`src/core/tcp_regs.svh`:
```
// register offsets, field positions, reset values and timing counts
//
// Contract
// [RULE1] mode 2 clears counter at compare A
// [RULE2] mode 2 compare A unbuffered, late top wraps
// [RULE3] mode 2 action 1 toggles channel A
// [RULE4] pin driven only when direction is output
// [RULE5] mode 2 overflow set on MAX to zero
// [RULE6] mode 2 compare A flag at top
// [RULE7] modes 3 and 7 single slope, top selectable
// [RULE8] fast PWM clears counter after top
// [RULE9] fast PWM overflow flag at top
// [RULE10] fast PWM action 2 non-inverting, 3 inverting
// [RULE11] fast PWM action 1 toggles A only
// [RULE12] fast PWM extreme compare values handled
// [RULE13] fast PWM compare registers double buffered
// [RULE14] modes 1 and 5 dual slope, top selectable
// [RULE15] phase correct reverses at top, one cycle
// [RULE16] phase correct overflow flag at bottom
// [RULE17] phase correct up clears, down sets
// [RULE18] phase correct action 1 toggles A only
// [RULE19] phase correct extreme compare values constant
// [RULE20] phase correct symmetry transitions without match
// [RULE21] prescaler 1, 8, 64, 256, 1024
// [RULE22] reset clears waveform output state
// [RULE23] eight bit counter advances on enable only
`ifndef TCP_REGS_SVH
`define TCP_REGS_SVH
// byte offsets of the register words
`define TCP_OFS_CTRL_A 5'h00
`define TCP_OFS_CTRL_B 5'h04
`define TCP_OFS_COUNT 5'h08
`define TCP_OFS_CMP_A 5'h0c
`define TCP_OFS_CMP_B 5'h10
`define TCP_OFS_FLAGS 5'h14
`define TCP_OFS_PIN_DIR 5'h18
// control A fields
`define TCP_ACT_A_POS 6
`define TCP_ACT_B_POS 4
`define TCP_MODE_LO_POS 0
// control B fields
`define TCP_TOP_SEL_POS 3
`define TCP_PRESC_POS 0
// flag positions
`define TCP_FLG_OVF 0
`define TCP_FLG_CMPA 1
`define TCP_FLG_CMPB 2
// reset values
`define TCP_RST_BYTE 8'h00
// mode codes of the three-bit mode field
`define TCP_MODE_NORMAL 3'h0
`define TCP_MODE_PC_FF 3'h1
`define TCP_MODE_CTC 3'h2
`define TCP_MODE_FAST_FF 3'h3
`define TCP_MODE_PC_CMP 3'h5
`define TCP_MODE_FAST_CMP 3'h7
// counter limits
`define TCP_MAX 8'hff
`define TCP_BOTTOM 8'h00
// prescaler divide masks, divider minus one
`define TCP_DIV1_MASK 10'h000
`define TCP_DIV8_MASK 10'h007
`define TCP_DIV64_MASK 10'h03f
`define TCP_DIV256_MASK 10'h0ff
`define TCP_DIV1024_MASK 10'h3ff
`endif

```
`src/core/tcp_pkg.sv`:
```
// types shared by the timer waveform block
`default_nettype none
package tcp_pkg;
    // bus slave handshake states, one-hot
    typedef enum logic [1:0] {
        TCP_BUS_IDLE = 2'b01,
        TCP_BUS_ACK = 2'b10
    } tcp_bus_e;
    // per channel configuration carried together
    typedef struct packed {
        logic [1:0] action; // output action field
        logic [7:0] cmp_buf; // value software wrote
        logic [7:0] cmp_act; // value the comparator uses
    } tcp_chan_s;
endpackage : tcp_pkg
`default_nettype wire

```
`src/core/tcp_timer.sv`:
```
// timer with clear-on-match, fast and phase correct waveform modes
//
// Implementation choices: the Avalon-MM interface to the registers and the placing of the registers.
`include "tcp_regs.svh"
`default_nettype none
module tcp_timer
    import tcp_pkg::*;
(
    // clock and reset
    input wire logic mclk,
    input wire logic reset,
    // avalon-mm slave
    input wire logic [4:0] address,
    input wire logic read,
    input wire logic write,
    input wire logic [31:0] writedata,
    input wire logic [3:0] byteenable,
    output logic [31:0] readdata,
    output logic waitrequest,
    // waveform pins
    output logic wave_out_a,
    output logic wave_out_a_oe,
    output logic wave_out_b,
    output logic wave_out_b_oe
);

    // software visible control
    logic [2:0] waveform_mode_sel; // full three-bit mode
    logic top_select_bit; // upper mode bit
    logic [1:0] mode_lo_reg; // lower mode bits
    logic [2:0] presc_sel_reg; // prescaler select
    logic [1:0] pin_dir_reg; // pin direction, 1 = output
    tcp_chan_s chan_reg [2]; // channel A = 0, channel B = 1
    logic [7:0] counter_value; // the counter itself
    logic count_up_reg; // phase correct direction
    logic overflow_flag; // overflow flag
    logic compare_flag_a; // compare A flag
    logic compare_flag_b; // compare B flag
    logic [1:0] oc_reg; // internal waveform output state

    // bus handshake
    tcp_bus_e bus_state;
    logic wr_take; // write takes effect this edge
    logic [2:0] flag_clr; // write one to clear
    logic [7:0] wbyte; // low write byte

    // prescaler
    logic [9:0] presc_cnt;
    logic [9:0] presc_mask;
    logic presc_on;
    logic tick; // timer clock enable

    // mode decode
    logic is_ctc;
    logic is_fast;
    logic is_pc;
    logic is_pwm;
    logic [7:0] top_val;
    logic at_top;
    logic [7:0] cmp_eff [2]; // compare value in use
    logic [1:0] match;
    logic reload; // buffered compare values load now
    logic [7:0] cnt_next;
    logic dir_next;
    logic ovf_set;

    assign waveform_mode_sel = {top_select_bit, mode_lo_reg};
    assign wbyte = writedata[7:0];

    // ---------------- bus slave ----------------

    // one wait cycle, then waitrequest drops for one cycle
    always_ff @(posedge mclk) begin
        if (reset) begin
            bus_state <= TCP_BUS_IDLE;
            waitrequest <= 1'b1;
        end else begin
            unique case (bus_state)
                // a request seen: answer next cycle
                TCP_BUS_IDLE: begin
                    if (read || write) begin
                        bus_state <= TCP_BUS_ACK;
                        waitrequest <= 1'b0;
                    end
                end
                // master samples the answer now
                TCP_BUS_ACK: begin
                    bus_state <= TCP_BUS_IDLE;
                    waitrequest <= 1'b1;
                end
            endcase
        end
    end

    // write lands on the edge the master sees waitrequest low
    assign wr_take = write && !waitrequest && byteenable[0];

    // read data captured as waitrequest drops
    always_ff @(posedge mclk) begin
        if (reset) begin
            readdata <= 32'h0000_0000;
        end else if (read && bus_state == TCP_BUS_IDLE) begin
            readdata <= 32'h0000_0000;
            unique case (address)
                `TCP_OFS_CTRL_A: begin
                    readdata[7:0] <= {chan_reg[0].action,
                        chan_reg[1].action, 2'b00, mode_lo_reg};
                end
                `TCP_OFS_CTRL_B: begin
                    readdata[7:0] <= {4'h0, top_select_bit,
                        presc_sel_reg};
                end
                `TCP_OFS_COUNT: begin
                    readdata[7:0] <= counter_value;
                end
                `TCP_OFS_CMP_A: begin
                    readdata[7:0] <= chan_reg[0].cmp_buf;
                end
                `TCP_OFS_CMP_B: begin
                    readdata[7:0] <= chan_reg[1].cmp_buf;
                end
                `TCP_OFS_FLAGS: begin
                    readdata[7:0] <= {5'h00, compare_flag_b,
                        compare_flag_a, overflow_flag};
                end
                `TCP_OFS_PIN_DIR: begin
                    readdata[7:0] <= {6'h00, pin_dir_reg};
                end
                // unmapped addresses read zero
                default: begin
                    readdata <= 32'h0000_0000;
                end
            endcase
        end
    end

    // control register writes
    always_ff @(posedge mclk) begin
        if (reset) begin
            mode_lo_reg <= 2'h0;
            top_select_bit <= 1'b0;
            presc_sel_reg <= 3'h0;
            pin_dir_reg <= 2'h0;
            chan_reg[0].action <= 2'h0;
            chan_reg[1].action <= 2'h0;
        end else if (wr_take) begin
            // action fields act at once, no buffering
            if (address == `TCP_OFS_CTRL_A) begin
                chan_reg[0].action <= wbyte[`TCP_ACT_A_POS +: 2];
                chan_reg[1].action <= wbyte[`TCP_ACT_B_POS +: 2];
                mode_lo_reg <= wbyte[`TCP_MODE_LO_POS +: 2];
            end
            if (address == `TCP_OFS_CTRL_B) begin
                top_select_bit <= wbyte[`TCP_TOP_SEL_POS];
                presc_sel_reg <= wbyte[`TCP_PRESC_POS +: 3];
            end
            if (address == `TCP_OFS_PIN_DIR) begin
                pin_dir_reg <= wbyte[1:0];
            end
        end
    end

    // flag clear mask from a write of ones
    assign flag_clr = (wr_take && address == `TCP_OFS_FLAGS) ?
        wbyte[2:0] : 3'h0;

    // ---------------- prescaler ----------------

    // select code picks the divide mask; others stop the timer
    always_comb begin
        presc_on = 1'b1;
        presc_mask = `TCP_DIV1_MASK;
        unique case (presc_sel_reg)
            3'h1: presc_mask = `TCP_DIV1_MASK;
            3'h2: presc_mask = `TCP_DIV8_MASK;
            3'h3: presc_mask = `TCP_DIV64_MASK;
            3'h4: presc_mask = `TCP_DIV256_MASK;
            3'h5: presc_mask = `TCP_DIV1024_MASK;
            default: presc_on = 1'b0;
        endcase
    end

    // free running divider count
    always_ff @(posedge mclk) begin
        if (reset) begin
            presc_cnt <= 10'h000;
        end else begin
            presc_cnt <= presc_cnt + 10'h001;
        end
    end

    // one-cycle enable every N clocks
    assign tick = presc_on && ((presc_cnt & presc_mask) == presc_mask); // RULE21

    // ---------------- counter ----------------

    // mode decode and top selection
    always_comb begin
        is_ctc = (waveform_mode_sel == `TCP_MODE_CTC); // RULE1
        is_fast = (waveform_mode_sel == `TCP_MODE_FAST_FF) ||
            (waveform_mode_sel == `TCP_MODE_FAST_CMP); // RULE7
        is_pc = (waveform_mode_sel == `TCP_MODE_PC_FF) ||
            (waveform_mode_sel == `TCP_MODE_PC_CMP); // RULE14
        is_pwm = is_fast || is_pc;
        // pwm top: fixed max or compare A
        top_val = top_select_bit ? chan_reg[0].cmp_act : `TCP_MAX; // RULE7 RULE14
        // clear-on-match uses compare A straight from software
        if (is_ctc) begin
            top_val = chan_reg[0].cmp_buf; // RULE2
        end
        at_top = (counter_value == top_val);
    end

    // compare values: buffered in pwm, direct otherwise
    always_comb begin
        for (int i = 0; i < 2; i++) begin
            cmp_eff[i] = is_pwm ? chan_reg[i].cmp_act : chan_reg[i].cmp_buf; // RULE13
            match[i] = (counter_value == cmp_eff[i]);
        end
    end

    // buffered values load when the counter sits at top
    assign reload = is_pwm && tick && at_top; // RULE13

    // next count, direction and overflow event
    always_comb begin
        cnt_next = counter_value;
        dir_next = count_up_reg;
        ovf_set = 1'b0;
        if (is_ctc) begin
            // missed top simply wraps through max
            cnt_next = at_top ? `TCP_BOTTOM : counter_value + 8'h01; // RULE1 RULE2
            ovf_set = (counter_value == `TCP_MAX); // RULE5
        end else if (is_fast) begin
            // clear on the timer cycle after top
            cnt_next = at_top ? `TCP_BOTTOM : counter_value + 8'h01; // RULE8
            ovf_set = at_top; // RULE9
        end else if (is_pc) begin
            if (count_up_reg) begin
                // top held one timer cycle, then turn down
                if (at_top) begin
                    dir_next = 1'b0; // RULE15
                    cnt_next = (top_val == `TCP_BOTTOM) ? `TCP_BOTTOM :
                        counter_value - 8'h01;
                end else begin
                    cnt_next = counter_value + 8'h01;
                end
            end else if (counter_value == `TCP_BOTTOM) begin
                // bottom turns back up and flags overflow
                dir_next = 1'b1;
                ovf_set = 1'b1; // RULE16
                cnt_next = (top_val == `TCP_BOTTOM) ? `TCP_BOTTOM :
                    8'h01;
            end else begin
                cnt_next = counter_value - 8'h01;
            end
        end else begin
            // plain up count with wrap
            cnt_next = counter_value + 8'h01;
            ovf_set = (counter_value == `TCP_MAX);
        end
    end

    // counter moves only on the timer clock enable
    always_ff @(posedge mclk) begin
        if (reset) begin
            counter_value <= `TCP_BOTTOM;
            count_up_reg <= 1'b1;
        end else if (tick) begin
            counter_value <= cnt_next; // RULE23
            count_up_reg <= is_pc ? dir_next : 1'b1;
        end
    end

    // flags: hardware set wins over software clear
    always_ff @(posedge mclk) begin
        if (reset) begin
            overflow_flag <= 1'b0;
            compare_flag_a <= 1'b0;
            compare_flag_b <= 1'b0;
        end else begin
            overflow_flag <= (overflow_flag && !flag_clr[`TCP_FLG_OVF]) ||
                (tick && ovf_set); // RULE5 RULE9 RULE16
            compare_flag_a <= (compare_flag_a &&
                !flag_clr[`TCP_FLG_CMPA]) || (tick && match[0]); // RULE6
            compare_flag_b <= (compare_flag_b &&
                !flag_clr[`TCP_FLG_CMPB]) || (tick && match[1]);
        end
    end

    // ---------------- compare channels ----------------

    generate
        for (genvar ch = 0; ch < 2; ch++) begin : g_chan
            logic [7:0] cmp_wr_ofs; // this channel's offset
            logic toggle_ok; // toggle allowed in pwm
            logic up_eff; // direction seen by the comparator
            logic up_level; // level after an up-count match
            assign cmp_wr_ofs = (ch == 0) ? {3'h0, `TCP_OFS_CMP_A} :
                {3'h0, `TCP_OFS_CMP_B};
            // toggle in pwm modes: channel A with top select only
            assign toggle_ok = (ch == 0) && top_select_bit; // RULE11 RULE18
            // bottom acts as up-count, top as down-count match
            assign up_eff = (counter_value == `TCP_BOTTOM) ? 1'b1 :
                at_top ? 1'b0 : count_up_reg; // RULE19
            // non-inverting clears on the way up
            assign up_level = chan_reg[ch].action[0]; // RULE17

            // software buffer and comparator copy
            always_ff @(posedge mclk) begin
                if (reset) begin
                    chan_reg[ch].cmp_buf <= `TCP_RST_BYTE;
                    chan_reg[ch].cmp_act <= `TCP_RST_BYTE;
                end else begin
                    if (wr_take && {3'h0, address} == cmp_wr_ofs) begin
                        chan_reg[ch].cmp_buf <= wbyte;
                    end
                    // pwm loads at top, other modes track at once
                    if (!is_pwm || reload) begin
                        chan_reg[ch].cmp_act <= chan_reg[ch].cmp_buf; // RULE13
                    end
                end
            end

            // waveform output state per mode and action
            always_ff @(posedge mclk) begin
                if (reset) begin
                    oc_reg[ch] <= 1'b0; // RULE22
                end else if (tick && chan_reg[ch].action != 2'h0) begin
                    if (!is_pwm) begin
                        // toggle, clear or set on match
                        if (match[ch]) begin
                            unique case (chan_reg[ch].action)
                                2'h1: oc_reg[ch] <= !oc_reg[ch]; // RULE3
                                2'h2: oc_reg[ch] <= 1'b0;
                                default: oc_reg[ch] <= 1'b1;
                            endcase
                        end
                    end else if (!chan_reg[ch].action[1]) begin
                        // action one: toggle where allowed
                        if (match[ch] && toggle_ok) begin
                            oc_reg[ch] <= !oc_reg[ch]; // RULE11 RULE18
                        end
                    end else if (is_fast) begin
                        // top restarts the period; match ignored there
                        if (at_top) begin
                            oc_reg[ch] <= !up_level; // RULE10 RULE12
                        end else if (match[ch]) begin
                            oc_reg[ch] <= up_level; // RULE10 RULE12
                        end
                    end else if (at_top && count_up_reg) begin
                        // top fixes the up-side level for the next
                        // compare value, giving the symmetry edge
                        oc_reg[ch] <= (chan_reg[ch].cmp_buf == top_val) ?
                            !up_level : up_level; // RULE20 RULE19
                    end else if (match[ch]) begin
                        // up match one level, down match the other
                        oc_reg[ch] <= up_eff ? up_level : !up_level; // RULE17
                    end
                end
            end
        end
    endgenerate

    // ---------------- pins ----------------

    // pin shows the state only when direction is output
    always_ff @(posedge mclk) begin
        if (reset) begin
            wave_out_a <= 1'b0;
            wave_out_a_oe <= 1'b0;
            wave_out_b <= 1'b0;
            wave_out_b_oe <= 1'b0;
        end else begin
            wave_out_a <= oc_reg[0] && pin_dir_reg[0]; // RULE4
            wave_out_a_oe <= pin_dir_reg[0] &&
                (chan_reg[0].action != 2'h0); // RULE4
            wave_out_b <= oc_reg[1] && pin_dir_reg[1]; // RULE4
            wave_out_b_oe <= pin_dir_reg[1] &&
                (chan_reg[1].action != 2'h0); // RULE4
        end
    end
endmodule : tcp_timer
`default_nettype wire

```
`config.mk`:
```
export PLATFORM = sky130hd
export DESIGN_NAME = tcp_timer
export DESIGN_NICKNAME = d
export VERILOG_FILES = /design/src/core/tcp_pkg.sv /design/src/core/tcp_timer.sv
export VERILOG_INCLUDE_DIRS = /design/src /design/src/core
export SDC_FILE = /design/constraint.sdc
export NUM_CORES = 1
export LEC_CHECK = 0
export BUFFER_PORTS_ARGS = -buffer_cell sky130_fd_sc_hd__buf_4
export CAP_MARGIN = 10
export CORE_ASPECT_RATIO = 0.6
export CORE_MARGIN = 2
export CORE_UTILIZATION = 30
export CTS_BUF_LIST = sky130_fd_sc_hd__clkbuf_4
export CTS_CLUSTER_DIAMETER = 50
export DETAILED_ROUTE_END_ITERATION = 6
export PLACE_DENSITY = 0.58
export RECOVER_POWER = 100
export SYNTH_ARGS = -nofsm -noshare
export SYNTH_HDL_FRONTEND = slang
export SYNTH_SLANG_ARGS = --single-unit
```
`constraint.sdc`:
```
create_clock -name mclk -period 2.7 [get_ports mclk]
set_input_delay 0.135 -clock mclk [delete_from_list [all_inputs] [get_ports mclk]]
set_output_delay 0.135 -clock mclk [all_outputs]
set_load 0.05 [all_outputs]
```
### Word-level counts from Yosys, hierarchy flattened

Memory sizes are Yosys's and may differ from the RTL's.
Cells that the tools add are included.

* add/subtract/negate cells: 3
* equality and inequality tests: 38
* muxes and demuxes: 77
* bitwise logic cells: 7
* reductions and logical operators: 54

Operators with widths (number)
* $mux W8: 16
* $pmux W8 S7: 1
* $mux W1: 51
* $eq A8 B8 Y1: 5
* $pmux W10 S4: 1
* $logic_and A1 B1 Y1: 23
* $logic_not A8 Y1: 2
* $eq A5 B5 Y1 const B: 3
* $eq A3 B2 Y1 const B: 4
* $eq A3 B3 Y1 const B: 4
* $add A10 B1 Y10 const B: 1
* $and A10 B10 Y10: 1
* $eq A10 B10 Y1: 1
* $eq A5 B4 Y1 const B: 2
* $reduce_and A5 Y1: 2
* $logic_not A1 Y1: 9
* $add A8 B1 Y8 const B: 1
* $eq A8 B8 Y1 const B: 1
* $logic_or A1 B1 Y1: 8
* $ne A4 B3 Y1 const B: 2
* $ne A4 B4 Y1 const B: 2
* $reduce_bool A2 Y1: 4
* $sub A8 B1 Y8 const B: 1
* $eq A2 B1 Y1 const B: 3
* other kinds (15): 31

* bits in registers: 47
* RAM bits: 36
* bits of input ports: 45
* output and inout bits: 37
* word-level logic and storage cells: 199
* memories: 1

Memories
* chan_reg: words 2, width 18, read ports 2, clocked after memory_dff 0, wr ports 2, RTL line tcp_timer.sv:33 `tcp_chan_s chan_reg [2];`

### Depth between registers and ports, before layout

* word-level depth: 12
* mapped depth: 12
* depth with buffers taken out: 10

### Worst setup path after synthesis

No wires, ideal clock.

* kind: reg-to-reg
* start: register top_select_bit (netlist: g_chan[0].toggle_ok)
* end: memory chan_reg[0][0] in the netlist's numbering (enable)
* library setup time: 0.372 ns
* data arrival time: 2.088 ns
* data required time: 2.328 ns
* setup slack: 0.241 ns
* cell stages (with the launch flop): 9
* path buffers: 2
* clock period less this slack: 2.459 ns
* cell sequence: dfxtp_1 buf_6 nor4b_2 or3_1 nand4_1 nor4_4 buf_6 nand2_1 nand2_1

RTL lines
* from (decl): RTL line tcp_timer.sv:29 `logic top_select_bit;`
* from (signal assigned): RTL line tcp_timer.sv:154 `` top_select_bit <= wbyte[`TCP_TOP_SEL_POS]; ``
* to (decl): RTL line tcp_timer.sv:33

### Worst setup path after layout

* start: register mode_lo_reg[0]
* end: register oc_reg[0]

* word-level cells in the longest chain between the ends: 11
* elaborated cells on any way between the ends: 30
* classes of those cells: eq/ne (11); mux (12); reduce/logical (7)

Ends and longest elaborated chain
* from (decl): RTL line tcp_timer.sv:30 `logic [1:0] mode_lo_reg;`
* from (signal assigned): RTL line tcp_timer.sv:151 `` mode_lo_reg <= wbyte[`TCP_MODE_LO_POS +: 2]; ``
* $eq A3 B2 Y1 (no source line)
* $mux W8: RTL line tcp_timer.sv:208 `if (is_ctc) begin`
* $eq A8 B8 Y1: RTL line tcp_timer.sv:211 `at_top = (counter_value == top_val);`
* $mux W1: RTL line tcp_timer.sv:305 `at_top ? 1'b0 : count_up_reg;`
* $mux W1: RTL line tcp_timer.sv:304 `` assign up_eff = (counter_value == `TCP_BOTTOM) ? 1'b1 : ``
* $mux W1: RTL line tcp_timer.sv:358 `oc_reg[ch] <= up_eff ? up_level : !up_level;`
* $mux W1: RTL line tcp_timer.sv:356 `end else if (match[ch]) begin`
* $mux W1: RTL line tcp_timer.sv:351 `end else if (at_top && count_up_reg) begin`
* $mux W1: RTL line tcp_timer.sv:344 `end else if (is_fast) begin`
* $mux W1: RTL line tcp_timer.sv:339 `end else if (!chan_reg[ch].action[1]) begin`
* $mux W1: RTL line tcp_timer.sv:330 `if (!is_pwm) begin`
* to (signal, indexed assignment): RTL line tcp_timer.sv:342 `oc_reg[ch] <= !oc_reg[ch];`
* to (signal, indexed assignment): RTL line tcp_timer.sv:347 `oc_reg[ch] <= !up_level;`
* to (signal, indexed assignment): RTL line tcp_timer.sv:354 `oc_reg[ch] <= (chan_reg[ch].cmp_buf == top_val) ?`
* to (decl): RTL line tcp_timer.sv:39 `logic [1:0] oc_reg;`

Parallel ways exist; a longest one is shown, timed or not. The select of a mux whose other input is x is not followed.
A chain may end at the register's enable or synchronous reset.

==> run metrics <==
asr flop ratio synth 0%; startpoint types flop; number of synthesized flops with an enable pin 36; most frequent cell after synthesis nor2_1; count of cell types in the netlist slightly below 70; vias in the first global route approximately 4400; gpl congestion around 0.87; Post-Syn Area per Cell between 9 and 10 um^2; CP arrival between 2 and 3 ns; Final Hold Violating Endpoints 0; critical path's slowest cell nor4_1; HPWL after DPL approximately 12000 um; CP Cell Sequence buf_4, buf_4, mux2i_1, xnor2_1, nor4_1, nand2_1, nor2_1, o21ai_0, a21oi_1, mux2i_1; Clock Path Buffers 2; Synth Warn # 0; Skew-Pair Late Insertion Delay 0.47 ns; largest cells by area after synthesis edfxtp_1, dfxtp_1, mux2i_1; final setup fails 0; Filler cells 1796; Cell Pwr Density about 380 nW/um^2; total CTS buffers 9; LEAKAGE roughly 2.3 nW; Sink Count slightly above 80; Antenna Cells 0; top post-synthesis cells by count nor2_1, dfxtp_1, nand2_1; critical path fanouts, max 11; placed instance count roughly 870; Vias/cell about 5.2; core area between 15000 and 20000 um^2; GRT Total Usage 17.1%; die footprint ~19000 um^2; initial DRC count 606; Setup TNS 0 ns; ys flop type dfxtp_1; area leader, netlist edfxtp_1; clk slew on worst S/H paths around 0.15 ns; H-tree levels 3; Finished Cell Area approximately 6300 um^2; Tcrit/Tclk final about 95%; max-cap violation count 0; layout cells sized above 1 18.5%; drt total wl roughly 16000 um; DR DRC count 0; first-pass GRT wire length approximately 25000 um; WL per Instance roughly 18 um; hold slack 0.0434 ns; non-filler cells, final approximately 900; Crit path largest cell delay 0.52 ns; Rows 37; FF/Latch Area approximately 2000 um^2; Die Wd about 180 um; final core utilization ~37%; Post-Synthesis Cells 590; clock root cell clkbuf_4; post-route ant nets 0; Congestion Overflow GR 0; Port-buffer cells 30; multi-input logic area 3100 um^2; max reg flops 36; Nets between 700 and 800; initial antenna violation count 0; post-synthesis sequential area ratio 37.4%; status finished clean; Tightest Pin Transition ~0.86 ns; Ports 82; VDD IR-drop max around 0.00021 V; CTS tree yes; area of placed instances ~6000 um^2; Yosys reg bits 82; class of the worst hold path in -> reg; Fin Clk Skew roughly 0.023 ns; Critical Path RT between 3 and 4 ns; post-route minimum period 2.58 ns; initial core utilization a little under a third; relative slew slack between 40% and 50%; largest net degree at the start of global routing 54; routed via count around 4700; Slew Limit Fails 0; CP endpoint kind flop; Yosys top cell area share between 20% and 30%; critical path class reg -> reg; FMAX about 0.39 GHz; Area Overhead vs Synth 18.6%; synthesized cell area roughly 5300 um^2; drt pass-1 iters 6; Die H between 100 and 150 um
-- per-layer routing --
layer,track usage (%),up-vias,part of all wire [%]
li1,-,2220,-
met1,27.3,2258,51
met2,22.6,209,39
met3,4.24,16,9.8
met4,2.89,0,0.74
met5,0,-,0
-- area by class of cell --
type | instances | share of cell area, %
multi-input cells | 460 | 48.8
flip-flops and latches | 82 | 31.7
repair buffers | 102 | 12.0
well taps | 234 | 4.61
clock inverters | 7 | 1.20
clock buffers | 9 | 1.06
inverters | 10 | 0.592
-- stage by stage --
stage | total power (W) | setup WS [ns]
4_1_cts | 0.00240 | 0.0190
5_1_grt | 0.00248 | -0.0271
3_3_place_gp | 0.00161 | -0.0274
6_report | 0.00240 | 0.125
3_5_place_dp | 0.00162 | -0.0219
2_1_floorplan | 0.00157 | 0.241
-- where the power goes --
group,leakage (nW),switching (W),internal [W]
combinational,1.49,0.000177,0.0000783
clock,0.0746,0.000502,0.000289
sequential,0.769,0.0000343,0.00132
-- cell usage in the layout (no fill, tap or decap), types with 16 or more instances in the layout --
master / n
edfxtp_1: 36
xnor2_1: 26
o21ai_0: 21
nand2_1: 38
nor2_1: 54
mux2i_1: 29
buf_4: 74
and2_1: 24
conb_1: 24
a21oi_1: 32
dfxtp_1: 43
xor2_1: 20
clkbuf_1: 16
-- what timing repair did --
| item | 4_1_cts | 5_1_grt |
|---|---|---|
| buffers inserted | 2 | 10 |
| endpoints found under the setup margin | 22 | 42 |
| pin swaps | 1 | 5 |
| hold buffers | 8 | 0 |
| resized for setup | 7 | 9 |
| endpoints found under the hold margin | 22 | 0 |
-- final timing paths --
path	from	end	slack (ns)	cells past startpoint
setup / recovery	mode_lo_reg[0]	oc_reg[0]	0.12	10
hold / removal	read	bus_state[1]	0.04	3
setup reg to reg	mode_lo_reg[0]	oc_reg[0]	0.12	10
hold reg to reg	presc_cnt[0]	presc_cnt[0]	0.47	1
-- cell families after synthesis --
kind of cell	synth area share (%)
other	0.0701
adder cells (fa/ha/maj)	0.936
XOR/XNOR	7.53
flip-flops	37.4
AO/OA/AOI/OAI	15.0
AND/OR/NAND/NOR	25.8
multiplexers	5.43
buffers and inverters	7.77
-- critical path, delay by kind of cell (launching register included) --
family | cells | cell delay, ns
mux | 2 | 0.41
simple gates | 3 | 0.95
buf+inv | 2 | 0.30
flops | 1 | 0.48
compound gates | 2 | 0.29
xor+xnor | 1 | 0.09
Power figures use the tool's default switching activity.
